[src/hw/ppom_pkg.sv]
// Purpose: shared constants and types for the port pin override mux
// Assumes: one eight-pin port, one clock
// Notes: override bundles come from the peripheral modules

package ppom_pkg;

   localparam int NUM_PINS = 8;

   // {direction, output bit, global pull-up off} that turns the pull-up on
   localparam logic [2:0] PULLUP_ON_CODE = 3'h2;

   localparam logic DIR_RESET = 1'h0;
   localparam logic OUT_RESET = 1'h0;
   localparam logic OE_N_RESET = 1'h1;
   localparam logic PAD_OUT_RESET = 1'h0;
   localparam logic PULLUP_RESET = 1'h0;
   localparam logic SYNC_RESET = 1'h0;
   localparam logic CLAMP_LEVEL = 1'h0;

   // serial interface wire modes
   localparam logic [1:0] USI_MODE_3W = 2'h1;
   localparam int USI_MODE_2W_BIT = 1;

   // port pin positions of the alternate functions
   localparam int PIN_T8_SRC = 3;
   localparam int PIN_USI_CLK = 4;
   localparam int PIN_USI_DO = 5;
   localparam int PIN_USI_DI = 6;
   localparam int PIN_CAPTURE = 7;

   typedef struct packed {
      logic pullup_ovr_en;
      logic pullup_ovr_val;
      logic dir_ovr_en;
      logic dir_ovr_val;
      logic port_value_ovr_en;
      logic port_value_ovr_val;
      logic port_toggle_ovr_en;
      logic input_en_ovr_en;
      logic input_en_ovr_val;
   } ppom_ovr_t;

endpackage

[src/hw/ppom_port.sv]
// Purpose: eight-pin bidirectional port with peripheral overrides
// Assumes: single clock, synchronous reset, pads resolved outside
// Notes: pad controls are registered; reset tristates on the next edge
//
// What this block does
// sleep clamp grounds digital input
// enabled interrupt pins escape the clamp
// flag high interrupt pins on wake
// default pull-up when bits equal 010
// pull-up override value wins when enabled
// driver enable from override or direction
// direction override value drives enable
// pad value from override or output bit
// override value wins over output bit
// toggle override inverts output bit
// input enable from override or sleep
// input override value wins over state
// alternate input tapped before synchronizer
// strobes per port, clamp and pull-up off shared, rest per pin
// peripherals supply their own override signals
// inputs stay enabled outside deep sleep
// pull-up off during reset
// all pins feed pin change sources
// bit 4 serial clock and timer16 count
// bit 5 serial data out, timer16 B
// bit 6 serial data in, timer16 A
// bit 7 timer8 B, capture; bit 3 count
// direction one means output
// pin write of one toggles output
// pins tristate under reset
// clamped input reads zero

`timescale 1ns/1ns

module ppom_port
(
   input wire logic clock,
   input wire logic reset_n,
   input wire logic ce,
   input wire logic [7:0] reg_write_data,
   input wire logic dir_write,
   input wire logic out_write,
   input wire logic pin_write,
   input wire logic sleep_clamp,
   input wire logic pullup_global_off,
   input wire ppom_pkg::ppom_ovr_t [7:0] ovr_in,
   input wire logic [7:0] ext_int_en,
   input wire logic [7:0] ext_int_edge_mode,
   input wire logic [1:0] usi_wire_mode,
   input wire logic usi_data_out_3w,
   input wire logic usi_sda_out,
   input wire logic usi_scl_hold,
   input wire logic timer16_cmp_a_en,
   input wire logic timer16_cmp_a_out,
   input wire logic timer16_cmp_b_en,
   input wire logic timer16_cmp_b_out,
   input wire logic timer8_cmp_b_en,
   input wire logic timer8_cmp_b_out,
   input wire logic [7:0] pad_in,
   output logic [7:0] pad_out,
   output logic [7:0] pad_oe_n,
   output logic [7:0] pad_pullup_en,
   output logic [7:0] dir_bit,
   output logic [7:0] out_bit,
   output logic [7:0] pin_in_bit,
   output logic [7:0] alt_func_input,
   output logic [7:0] pin_change_src,
   output logic usi_clock_3w,
   output logic usi_clock_2w,
   output logic usi_data_in_3w,
   output logic usi_sda_in,
   output logic timer8_count_src,
   output logic timer16_count_src,
   output logic timer16_capture_in,
   output logic [7:0] ext_int_wake_flag
);

   logic usi_3w;
   logic usi_2w;
   logic sleep_prev_reg;
   logic wake_release;
   logic [7:0] wake_hit;
   logic [7:0] wake_flag_next;
   ppom_pkg::ppom_ovr_t map_ovr [8];
   ppom_pkg::ppom_ovr_t [7:0] ovr_merged;
   logic [7:0] in_ovr_en;

   // peripheral overrides beat the generic bundle where both claim a pin
   function automatic ppom_pkg::ppom_ovr_t merge_ovr(
      input ppom_pkg::ppom_ovr_t gen,
      input ppom_pkg::ppom_ovr_t map);
      ppom_pkg::ppom_ovr_t res;
      res.pullup_ovr_en = gen.pullup_ovr_en | map.pullup_ovr_en;
      res.pullup_ovr_val = map.pullup_ovr_en ? map.pullup_ovr_val
         : gen.pullup_ovr_val;
      res.dir_ovr_en = gen.dir_ovr_en | map.dir_ovr_en;
      res.dir_ovr_val = map.dir_ovr_en ? map.dir_ovr_val : gen.dir_ovr_val;
      res.port_value_ovr_en = gen.port_value_ovr_en | map.port_value_ovr_en;
      res.port_value_ovr_val = map.port_value_ovr_en
         ? map.port_value_ovr_val : gen.port_value_ovr_val;
      res.port_toggle_ovr_en = gen.port_toggle_ovr_en
         | map.port_toggle_ovr_en;
      res.input_en_ovr_en = gen.input_en_ovr_en | map.input_en_ovr_en;
      res.input_en_ovr_val = map.input_en_ovr_en ? map.input_en_ovr_val
         : gen.input_en_ovr_val;
      return res;
   endfunction

   assign usi_3w = usi_wire_mode == ppom_pkg::USI_MODE_3W;
   assign usi_2w = usi_wire_mode[ppom_pkg::USI_MODE_2W_BIT];

   // pins below the serial clock carry inputs only
   genvar k;
   generate
      for (k = 0; k < ppom_pkg::PIN_USI_CLK; k = k + 1)
      begin : g_plain
         assign map_ovr[k] = '{default: 1'h0};
      end
   endgenerate

   // two-wire clock: open drain, low while stretched or written low
   assign map_ovr[ppom_pkg::PIN_USI_CLK] = '{
      dir_ovr_en: usi_2w,
      dir_ovr_val: usi_scl_hold
         | (dir_bit[ppom_pkg::PIN_USI_CLK]
         & ~out_bit[ppom_pkg::PIN_USI_CLK]),
      port_value_ovr_en: usi_2w,
      default: 1'h0};

   // three-wire data out takes priority over compare B
   assign map_ovr[ppom_pkg::PIN_USI_DO] = '{
      port_value_ovr_en: usi_3w | timer16_cmp_b_en,
      port_value_ovr_val: usi_3w ? usi_data_out_3w : timer16_cmp_b_out,
      default: 1'h0};

   // two-wire data: open drain, released while both data bits are high
   assign map_ovr[ppom_pkg::PIN_USI_DI] = '{
      dir_ovr_en: usi_2w,
      dir_ovr_val: dir_bit[ppom_pkg::PIN_USI_DI]
         & ~(usi_sda_out & out_bit[ppom_pkg::PIN_USI_DI]),
      port_value_ovr_en: usi_2w | timer16_cmp_a_en,
      port_value_ovr_val: ~usi_2w & timer16_cmp_a_out,
      default: 1'h0};

   assign map_ovr[ppom_pkg::PIN_CAPTURE] = '{
      port_value_ovr_en: timer8_cmp_b_en,
      port_value_ovr_val: timer8_cmp_b_out,
      default: 1'h0};

   // write strobes fan out to every pin, clamp and pull-up off too
   generate
      for (k = 0; k < ppom_pkg::NUM_PINS; k = k + 1)
      begin : g_pin
         assign ovr_merged[k] = merge_ovr(ovr_in[k], map_ovr[k]);
         assign in_ovr_en[k] = ovr_merged[k].input_en_ovr_en;

         ppom_pin_cell u_cell
         (
            .clock(clock),
            .reset_n(reset_n),
            .ce(ce),
            .wdata(reg_write_data[k]),
            .dir_write(dir_write),
            .out_write(out_write),
            .pin_write(pin_write),
            .sleep_clamp(sleep_clamp),
            .pullup_global_off(pullup_global_off),
            .ext_int_en(ext_int_en[k]),
            .ovr(ovr_merged[k]),
            .pad_in(pad_in[k]),
            .dir_bit(dir_bit[k]),
            .out_bit(out_bit[k]),
            .pin_in_bit(pin_in_bit[k]),
            .alt_in(alt_func_input[k]),
            .pad_out(pad_out[k]),
            .pad_oe_n(pad_oe_n[k]),
            .pullup_en(pad_pullup_en[k])
         );
      end
   endgenerate

   // peripheral taps come straight from the per-pin input flops
   assign pin_change_src = alt_func_input;
   assign usi_clock_3w = alt_func_input[ppom_pkg::PIN_USI_CLK];
   assign usi_clock_2w = alt_func_input[ppom_pkg::PIN_USI_CLK];
   assign timer16_count_src = alt_func_input[ppom_pkg::PIN_USI_CLK];
   assign usi_data_in_3w = alt_func_input[ppom_pkg::PIN_USI_DI];
   assign usi_sda_in = alt_func_input[ppom_pkg::PIN_USI_DI];
   assign timer16_capture_in = alt_func_input[ppom_pkg::PIN_CAPTURE];
   assign timer8_count_src = alt_func_input[ppom_pkg::PIN_T8_SRC];

   // clamp release looks like an edge to a disabled interrupt pin
   assign wake_release = sleep_prev_reg & ~sleep_clamp;
   assign wake_hit = {ppom_pkg::NUM_PINS{wake_release}} & pad_in
      & ext_int_edge_mode & ~ext_int_en;
   assign wake_flag_next = ce ? wake_hit : ext_int_wake_flag;

   always_ff @(posedge clock)
   begin
      if (!reset_n)
      begin
         sleep_prev_reg <= ppom_pkg::SYNC_RESET;
         ext_int_wake_flag <= {ppom_pkg::NUM_PINS{ppom_pkg::SYNC_RESET}};
      end
      else
      begin
         sleep_prev_reg <= ce ? sleep_clamp : sleep_prev_reg;
         ext_int_wake_flag <= wake_flag_next;
      end
   end
endmodule

[src/hw/ppom_pin_cell.sv]
// Purpose: one port pin: registers, override selection, clamp, synchronizer
// Assumes: pad inputs synchronous to clock
// Notes: pad controls are registered, so they trail their causes one cycle

`timescale 1ns/1ns

module ppom_pin_cell
(
   input wire logic clock,
   input wire logic reset_n,
   input wire logic ce,
   input wire logic wdata,
   input wire logic dir_write,
   input wire logic out_write,
   input wire logic pin_write,
   input wire logic sleep_clamp,
   input wire logic pullup_global_off,
   input wire logic ext_int_en,
   input wire ppom_pkg::ppom_ovr_t ovr,
   input wire logic pad_in,
   output logic dir_bit,
   output logic out_bit,
   output logic pin_in_bit,
   output logic alt_in,
   output logic pad_out,
   output logic pad_oe_n,
   output logic pullup_en
);

   logic pu_default;
   logic pu_next;
   logic drv_en;
   logic drv_val;
   logic din_en_sleep;
   logic din_en;
   logic schmitt_in;
   logic toggle;
   logic out_next;
   logic sync1_reg;

   assign pu_default = {dir_bit, out_bit, pullup_global_off}
      == ppom_pkg::PULLUP_ON_CODE;
   assign pu_next = ovr.pullup_ovr_en ? ovr.pullup_ovr_val
      : pu_default;
   assign drv_en = ovr.dir_ovr_en ? ovr.dir_ovr_val : dir_bit;
   assign drv_val = ovr.port_value_ovr_en ? ovr.port_value_ovr_val
      : out_bit;
   // clamp only in deep sleep, interrupt pins keep listening
   assign din_en_sleep = ~sleep_clamp | ext_int_en;
   assign din_en = ovr.input_en_ovr_en ? ovr.input_en_ovr_val
      : din_en_sleep;
   assign schmitt_in = din_en ? pad_in : ppom_pkg::CLAMP_LEVEL;
   assign toggle = (pin_write & wdata) | ovr.port_toggle_ovr_en;
   assign out_next = (out_write ? wdata : out_bit) ^ toggle;

   always_ff @(posedge clock)
   begin
      if (!reset_n)
      begin
         dir_bit <= ppom_pkg::DIR_RESET;
         out_bit <= ppom_pkg::OUT_RESET;
         pad_oe_n <= ppom_pkg::OE_N_RESET;
         pad_out <= ppom_pkg::PAD_OUT_RESET;
         pullup_en <= ppom_pkg::PULLUP_RESET;
         sync1_reg <= ppom_pkg::SYNC_RESET;
         pin_in_bit <= ppom_pkg::SYNC_RESET;
         alt_in <= ppom_pkg::SYNC_RESET;
      end
      else if (ce)
      begin
         dir_bit <= dir_write ? wdata : dir_bit;
         out_bit <= out_next;
         pad_oe_n <= ~drv_en;
         pad_out <= drv_val;
         pullup_en <= pu_next;
         sync1_reg <= schmitt_in;
         pin_in_bit <= sync1_reg;
         // single stage only, consumers add their own synchronizer
         alt_in <= schmitt_in;
      end
   end
endmodule

[config.mk]
export PLATFORM = sky130hd
export DESIGN_NAME = ppom_port
export DESIGN_NICKNAME = d
export VERILOG_FILES = /design/src/hw/ppom_pkg.sv /design/src/hw/ppom_port.sv /design/src/hw/ppom_pin_cell.sv
export SDC_FILE = /design/constraint.sdc
export NUM_CORES = 1
export LEC_CHECK = 0
export BUFFER_PORTS_ARGS = -buffer_cell sky130_fd_sc_hd__clkbuf_2
export CORE_MARGIN = 2
export CORE_UTILIZATION = 25
export CTS_CLUSTER_SIZE = 24
export DETAILED_ROUTE_END_ITERATION = 8
export GPL_ROUTABILITY_DRIVEN = 0
export GPL_TIMING_DRIVEN = 0
export SLEW_MARGIN = 0
export SYNTH_ARGS = -nofsm -noshare
export SYNTH_HDL_FRONTEND = slang
export SYNTH_SLANG_ARGS = --single-unit
[constraint.sdc]
create_clock -name clock -period 2.4 [get_ports clock]
set_input_delay 0.36 -clock clock [delete_from_list [all_inputs] [get_ports clock]]
set_output_delay 0.36 -clock clock [all_outputs]
set_load 0.05 [all_outputs]
# After elaboration in Yosys (flattened, before gate mapping)
# Cells that the tools add are included.
classes:
  n_eq_ne: 9
  muxes: 55
  n_bitwise: 62
  reduce_logical: 1
op_table:
  columns: ["operator", "n"]
  rows:
  - ["$mux W1", 55]
  - ["$or A1 B1 Y1", 25]
  - ["$and A8 B8 Y8", 3]
  - ["$eq A3 B2 Y1 const B", 8]
  - ["$and A1 B1 Y1", 13]
  - ["$not A1 Y1", 12]
  - ["$not A8 Y8", 1]
  - ["$xor A1 B1 Y1", 8]
  - ["$eq A2 B1 Y1 const B", 1]
  - ["$reduce_and A2 Y1", 1]
totals:
  register_bits: 65
  input_bits: 123
  output_inout_bits: 79
  elab_cells: 185

# Logic depth before layout (Yosys ltp)
# Gate-level depths: netlist of the first run.
depth:
  depth_word: 6
  ltp_mapped: 5

# Modules after synthesis
# From an unflattened synthesis of the first run, not the netlist that was laid out.
hier_totals:
  cells_unflattened: 401
  hier_area_um2: 3565.9
modules_own_cells:
  columns: ["module", "instances", "cells_each", "area_each_um2", "seq_area_each_um2"]
  rows:
  - ["ppom_pin_cell", 8, 41, 367.9, 140.1]
  - ["ppom_port", 1, 73, 623.1, 180.2]

# Worst setup path before layout of the first run
# OpenSTA, ideal clock, no wires.
synth_path:
  kind: "reg-to-output"
  startpoint: "reg g_pin[4].u_cell.alt_in"
  endpoint: "out alt_func_input[4]"
  arrival_ns: 0.991
  setup_slack_ns: 1.049
  stages_incl_launch_ff: 2
  n_path_buf: 1
  cell_sequence: "dfxtp_1 buf_4"
synth_lines:
  columns: ["element", "line_no", "text"]
  rows:
  - ["start, declared", "ppom_pin_cell.sv:24", "output logic alt_in,"]
  - ["start signal, assigned", "ppom_pin_cell.sv:67", "alt_in <= ppom_pkg::SYNC_RESET;"]
  - ["start signal, assigned", "ppom_pin_cell.sv:79", "alt_in <= schmitt_in;"]
  - ["end, declared", "ppom_port.sv:66", "output logic [7:0] alt_func_input,"]
# No word-level cell between the ends.

# Worst setup path after layout of the first run
layout_path:
  startpoint: "reg g_pin[6].u_cell.out_bit"
  endpoint: "out out_bit[6]"
layout_lines:
  columns: ["element", "line_no", "text"]
  rows:
  - ["start, declared", "ppom_pin_cell.sv:22", "output logic out_bit,"]
  - ["start signal, assigned", "ppom_pin_cell.sv:61", "out_bit <= ppom_pkg::OUT_RESET;"]
  - ["start signal, assigned", "ppom_pin_cell.sv:72", "out_bit <= out_next;"]
  - ["end, declared", "ppom_port.sv:64", "output logic [7:0] out_bit,"]
# No word-level cell between the ends.

==> results.toml, run 1 <==
[outcome]
status = "completed"

[power_and_ir_drop]
p_per_area_mw_per_mm2 = 628.0
power_leakage_uw = 0.002552
vdd_ir_drop_max_v = 0.0003597

[synthesis]
synth-edff-count = 0
postSynthCellCount = 439
yosys_warnings = 0
synthDistinctLibCells = 44
syn-num-nets = 562
synth_seq_cells = 65
yosysSeqAreaShare_pct = 33.82
syn-cell-area_sq_mm = 0.003847
synthArstFlopShare_pct = 0
synth-main-ff-cell = "dfxtp_1"
avgSynthCellArea_sq_um = 8.764

[worst_setup_path]
end_kind = "output port"
cp-start-kind = "register"
worst-path-max-fanout = 8
cp.required_ns = 2.04
crit_slowest_cell = "dfxtp_1"
arrival_ns = 1.26
crit_family = "flip-flops"
critical_path_class = "register to output port"
cp.buffers_inverters = 2
crit_chain = "buf_4 -> clkbuf_2"
cpPeakStageDelay_ns = 0.50

[cts]
cts_resized = 0
postCtsHoldBufs = 0
clock_latency_ns = 0.33
clock-sinks = 65
clk_path_buf_depth = 2
clk_pin_slew_worst_paths_ns = 0.06
cts_root_buf = "clkbuf_16"
cts_tree = "yes"
htreeDepth = 3
post_cts_buffers = 0
cts_made_buffers = 9

[drt]
drc_errors = 0
viasPerCell = 4.692
num_vias = 3941
drt_iter0_drc = 206
postRouteAntennaNets = 0
wirelength_um = 13660
routedWlPerCell_um = 16.26
first_pass_iters = 4

[timing]
fin_crit_sh_pct = 67.56
report.final.slew_viol_count = 0
fmax_ghz = 0.6168
hold_viol = 0
rsz0062_at_grt = "false"
finClkSkew_ns = 0.005188
finalSetupViolCount = 0
fin_crit_ns = 1.621
finalSetupTns_ns = 0
whs_ns = 0.3104
maxSlewHeadroom_pct = 57.55
worst-slew-pin-transition_ns = 0.6368

[layout]
layout.cells.non_filler = 840
final_cell_mix = "clkbuf_2, buf_4, dfxtp_1"
nets = 770
drive_gt1_share_pct = 45.86
fin_util_pct = 35.58
layout_commonest_cell = "clkbuf_2"
areaGrowthSynthToFinish_pct = 40.07
insertedDiodeCount = 0

[floorplanning]
core_sq_mm = 0.01515
die_w_um = 128.1
num_rows = 45
initial_core_util_pct = 25.40
io_pins = 202
die_area_sq_mm = 0.01640
dieHeight_um = 128.1

[grt]
antenna_found_initial = 0
grt_pass1_vias = 3621
track_usage_pct = 16.35
grt_max_degree = 13
gr-total-overflow = 0
grt_pass1_wl_um = 20410

[job]
max-cap-violations = 0

[placement]
dp.final_hpwl_um = 10660
port_buffers = 197
dp_cells = 824

[worst_hold_path]
hold_class = "primary input to register"
per-stage QoR:
step	worst slack [ns]	total power, uW	cell area, sq um
2_1_floorplan	1.049	1726	3847
3_3_place_gp	0.7822	1995	5069
3_5_place_dp	0.7633	1998	5069
4_1_cts	0.7651	3424	5389
5_1_grt	0.7221	3539	5389
6_report	0.7786	3384	5389
power breakdown:
part | total, uW | leakage [uW] | switching [uW] | internal, uW
combinational | 777 | 0.00186 | 474 | 302
sequential | 1190 | 0.000533 | 59.2 | 1130
clock | 1410 | 0.000155 | 506 | 909
total | 3380 | 0.00255 | 1040 | 2340
synth_stat cells, types with 2 or more instances:
| master | instances | area (sq um) |
|---|---|---|
| o21ai_0 | 7 | 35.03 |
| nand3b_1 | 11 | 82.58 |
| or4b_1 | 7 | 70.07 |
| nand3_1 | 10 | 50.05 |
| nor4bb_1 | 11 | 110.1 |
| a211oi_1 | 12 | 90.09 |
| a2bb2oi_1 | 8 | 70.07 |
| a41oi_1 | 7 | 61.31 |
| nand2b_1 | 4 | 25.02 |
| mux2_2 | 3 | 33.78 |
| o21ai_1 | 8 | 40.04 |
| inv_1 | 10 | 37.54 |
| dfxtp_1 | 65 | 1301 |
| or3b_1 | 8 | 70.07 |
| o31ai_1 | 7 | 52.55 |
| mux2i_1 | 22 | 220.2 |
| buf_2 | 8 | 40.04 |
| buf_6 | 3 | 33.78 |
| nor3b_1 | 14 | 105.1 |
| nor4b_1 | 8 | 70.07 |
| nand4b_1 | 7 | 61.31 |
| nand2_1 | 19 | 71.32 |
| and3b_1 | 2 | 17.52 |
| buf_4 | 70 | 525.5 |
| clkbuf_1 | 13 | 48.80 |
| a21oi_1 | 28 | 140.1 |
| and4bb_1 | 3 | 37.54 |
| nor2_1 | 41 | 153.9 |
| o2111ai_1 | 8 | 70.07 |
worst register-to-register path, delay by kind of cell (launching register included):
| family | cells | cell delay, ns |
|---|---|---|
| AO/OA/AOI/OAI | 2 | 0.40 |
| flip-flops | 1 | 0.49 |
| AND/OR/NAND/NOR | 1 | 0.27 |
worst paths after layout:
| kind | cells past startpoint | start | slack [ns] | to |
|---|---|---|---|---|
| worst min register to register | 1 | g_pin[6].u_cell.pad_oe_n$_SDFFE_PN1P_ | 0.47 | g_pin[6].u_cell.pad_oe_n$_SDFFE_PN1P_ |
| worst max-delay path | 2 | g_pin[6].u_cell.out_bit$_SDFFE_PN0P_ | 0.78 | out_bit[6] |
| worst max register to register | 3 | g_pin[4].u_cell.out_bit$_SDFFE_PN0P_ | 1.14 | g_pin[4].u_cell.pullup_en$_SDFFE_PN0P_ |
| worst min-delay path | 3 | usi_data_out_3w | 0.31 | g_pin[5].u_cell.pad_out$_SDFFE_PN0P_ |
layer usage:
metal,wire (um),global-route usage [%],up-vias
met2,6258,25.89,130
met3,641,2.629,14
met5,0,0,-
met4,189,5.624,0
li1,-,-,1964
met1,6568,22.59,1833
cell type report:
cell class	instances	area (sq um)
clock inverter	7	95.09
multi-input combinational	268	1853
timing repair buffer	197	985.9
sequential	65	1301
clock buffer	9	225.2
tap	188	235.2
buffer	95	651.9
inverter	11	41.29
fill	1598	9757
kinds of logic (layout without fill, tap and decap cells):
logic type      count (synthesis)  after routing  share of synthesized area, %
compound gates                 95             95                         16.94
buf+inv                       106            319                         18.02
flops                          65             65                         33.82
mux                            25             25                         6.602
simple gates                  148            148                         24.62
No activity file was read; power rests on OpenSTA's default activity.
==> run 2, diff against run 1 <==
ABC_AREA = 1   (was default)
clock period = 1.7 ns   (was 2.4 ns; I/O delays follow)
==> results.toml, run 2 <==
[power_and_ir_drop]
p_comb_share_pct = 25.4
vdd_ir_drop_max_v = 0.0003624
swShare_pct = 32.81
p_int_uw = 3042
p_per_area_mw_per_mm2 = 894.3
switchingPower_uw = 1486
power_leakage_uw = 0.002701
p_clk_share_pct = 37.5
p_seq_share_pct = 37.1

[synthesis]
synthArstFlopShare_pct = 0
synth_top_area_cell = "dfxtp_1"
yosys_warnings = 0
synthDistinctLibCells = 25
syn-num-nets = 642
syn-cell-area_sq_mm = 0.003582
yosys.cell_count.top_type = "a21oi_1"
synth_seq_cells = 65
yosys-top-cells-area = "dfxtp_1, buf_4, a21oi_1"
synth-edff-count = 0
yosysSeqAreaShare_pct = 36.33
ys_top_cells_by_count = "a21oi_1, nand2_1, buf_4, dfxtp_1, inv_1"
synth-main-ff-cell = "dfxtp_1"
yosysTopAreaCellShare_pct = 36.33
postSynthCellCount = 519
avgSynthCellArea_sq_um = 6.902

[drt]
wl_met2_um = 5920
postRouteAntennaNets = 0
viasPerCell = 4.271
routedWlPerCell_um = 13.53
first_pass_iters = 4
met3WireLength_um = 870
drc_errors = 0
met1_length_um = 5435
highest_layer = "met4"
drt_iter0_drc = 166
wirelength_um = 12330
num_vias = 3891

[worst_setup_path]
crit_slowest_cell = "dfxtp_1"
reg2reg_from = "g_pin[4].u_cell.dir_bit$_SDFFE_PN0P_"
cp-start-kind = "register"
cpPeakStageDelay_ns = 0.46
arrival_ns = 1.21
crit_chain = "buf_4 -> clkbuf_2"
critPathLaunch = "g_pin[4].u_cell.out_bit$_SDFFE_PN0P_"
timing.rr.end = "g_pin[4].u_cell.pad_oe_n$_SDFFE_PN1P_"
critical_path_class = "register to output port"
worst-path-max-fanout = 6
cp.required_ns = 1.44
worstRegToRegCells = 4
end_kind = "output port"
rrSetupSlack_ns = 0.59

[worst_hold_path]
min_from = "ext_int_edge_mode[5]"
hold-path-cell-count = 3
holdPathEnd = "ext_int_wake_flag[5]$_SDFFE_PN0P_"
hold_class = "primary input to register"

[layout]
layout.cells.non_filler = 911
areaGrowthSynthToFinish_pct = 41.32
layout_commonest_cell = "clkbuf_2"
nets = 849
drive_gt1_share_pct = 40.49
insertedDiodeCount = 0
final_cell_mix = "clkbuf_2, a21oi_1, nand2_1"

[timing]
worst-slew-pin-transition_ns = 0.6735
report.final.slew_viol_count = 0
finClkSkew_ns = 0.006562
fin_crit_ns = 1.460
fmax_ghz = 0.6848
rsz0062_at_grt = "false"
hold_viol = 0
maxSlewHeadroom_pct = 55.10
finalSetupViolCount = 0
worst_slack_ns = 0.2397
fin_crit_sh_pct = 85.90
finalSetupTns_ns = 0

[cts]
htreeDepth = 3
cts_resized = 0
cts_root_buf = "clkbuf_16"
clk_path_buf_depth = 2
cts_made_buffers = 9
clock_latency_ns = 0.33
post_cts_buffers = 0
clk_pin_slew_worst_paths_ns = 0.05
clock-sinks = 65
postCtsHoldBufs = 0
cts_tree = "yes"

[floorplanning]
initial_core_util_pct = 25.71
die_w_um = 123.7
die_area_sq_mm = 0.01530
num_rows = 43
core_sq_mm = 0.01393
dieHeight_um = 123.7
io_pins = 202

[grt]
grt_pass1_wl_um = 18410
track_usage_pct = 16.25
grt_max_degree = 12
grt_pass1_vias = 3533
gr-total-overflow = 0
antenna_found_initial = 0

[placement]
port_buffers = 196
dp_cells = 895
dp_slack_ns = 0.2222
dp.final_hpwl_um = 9813

[outcome]
status = "completed"

[job]
max-cap-violations = 0
-- run 2: cell types whose count changed in the layout (fill, tap and decap cells not counted), moves of 12 or more --
cell      delta
a211oi_1    -12
a21oi_1     +58
inv_1       +47
mux2i_1     -22
nand2_1     +64
nor3b_1     -14
o21ai_0     +49
-- run 2: worst max-delay path by stage --
| stage | endpoint | slack, ns | cells past startpoint |
|---|---|---|---|
| global route | out_bit[4] | 0.19 | 2 |
| floorplan | alt_func_input[4] | 0.45 | 1 |
| detailed placement | g_pin[6].u_cell.pad_oe_n$_SDFFE_PN1P_ | 0.22 | 5 |
| CTS | out_bit[4] | 0.22 | 2 |
| finish | out_bit[4] | 0.24 | 2 |
| global placement | g_pin[6].u_cell.pad_oe_n$_SDFFE_PN1P_ | 0.25 | 5 |
-- run 2: cell type report --
class                           instances  area, sq um
Clock inverter                          5        31.28
Buffer                                 90        630.6
Multi-Input combinational cell        305         1429
Sequential cell                        65         1301
Inverter                               59        221.5
Fill cell                            1553         8872
Timing Repair Buffer                  196        980.9
Tap cell                              180        225.2
Clock buffer                           11        242.7
-- run 2: through the flow --
stage	util [%]	instance area (sq um)	hold WS, ns	total power (uW)
3_3_place_gp	34.36	4788	0.4515	2871
5_1_grt	36.33	5062	0.1695	4765
3_5_place_dp	34.36	4788	0.4549	2876
2_1_floorplan	-	3582	0.4150	2504
6_report	36.33	5062	0.1742	4527
4_1_cts	36.33	5062	0.1612	4614
-- run 2: logic make-up after synthesis --
family          share of synthesized area (%)
buf+inv                                 23.79
flops                                   36.33
compound gates                          23.09
simple gates                            16.80
-- run 2: metal layers --
| layer | vias up | track usage (%) |
|---|---|---|
| met4 | 0 | 5.398 |
| met5 | - | 0 |
| met2 | 120 | 26.44 |
| met3 | 8 | 4.396 |
| met1 | 1721 | 20.78 |
| li1 | 2042 | - |
-- run 2: power by group through the flow --
stage	Sequential (uW)	Clock, uW	Combinational (uW)
2_1_floorplan	1710	0	792
3_3_place_gp	1710	0	1160
3_5_place_dp	1710	0	1160
4_1_cts	1680	1770	1170
5_1_grt	1690	1820	1260
6_report	1680	1700	1150
-- run 2: worst max-delay path, delay by kind of cell, from the launching register on --
kind / cells / cell delay, ns
flip-flops: 1 / 0.46
buffers and inverters: 2 / 0.41
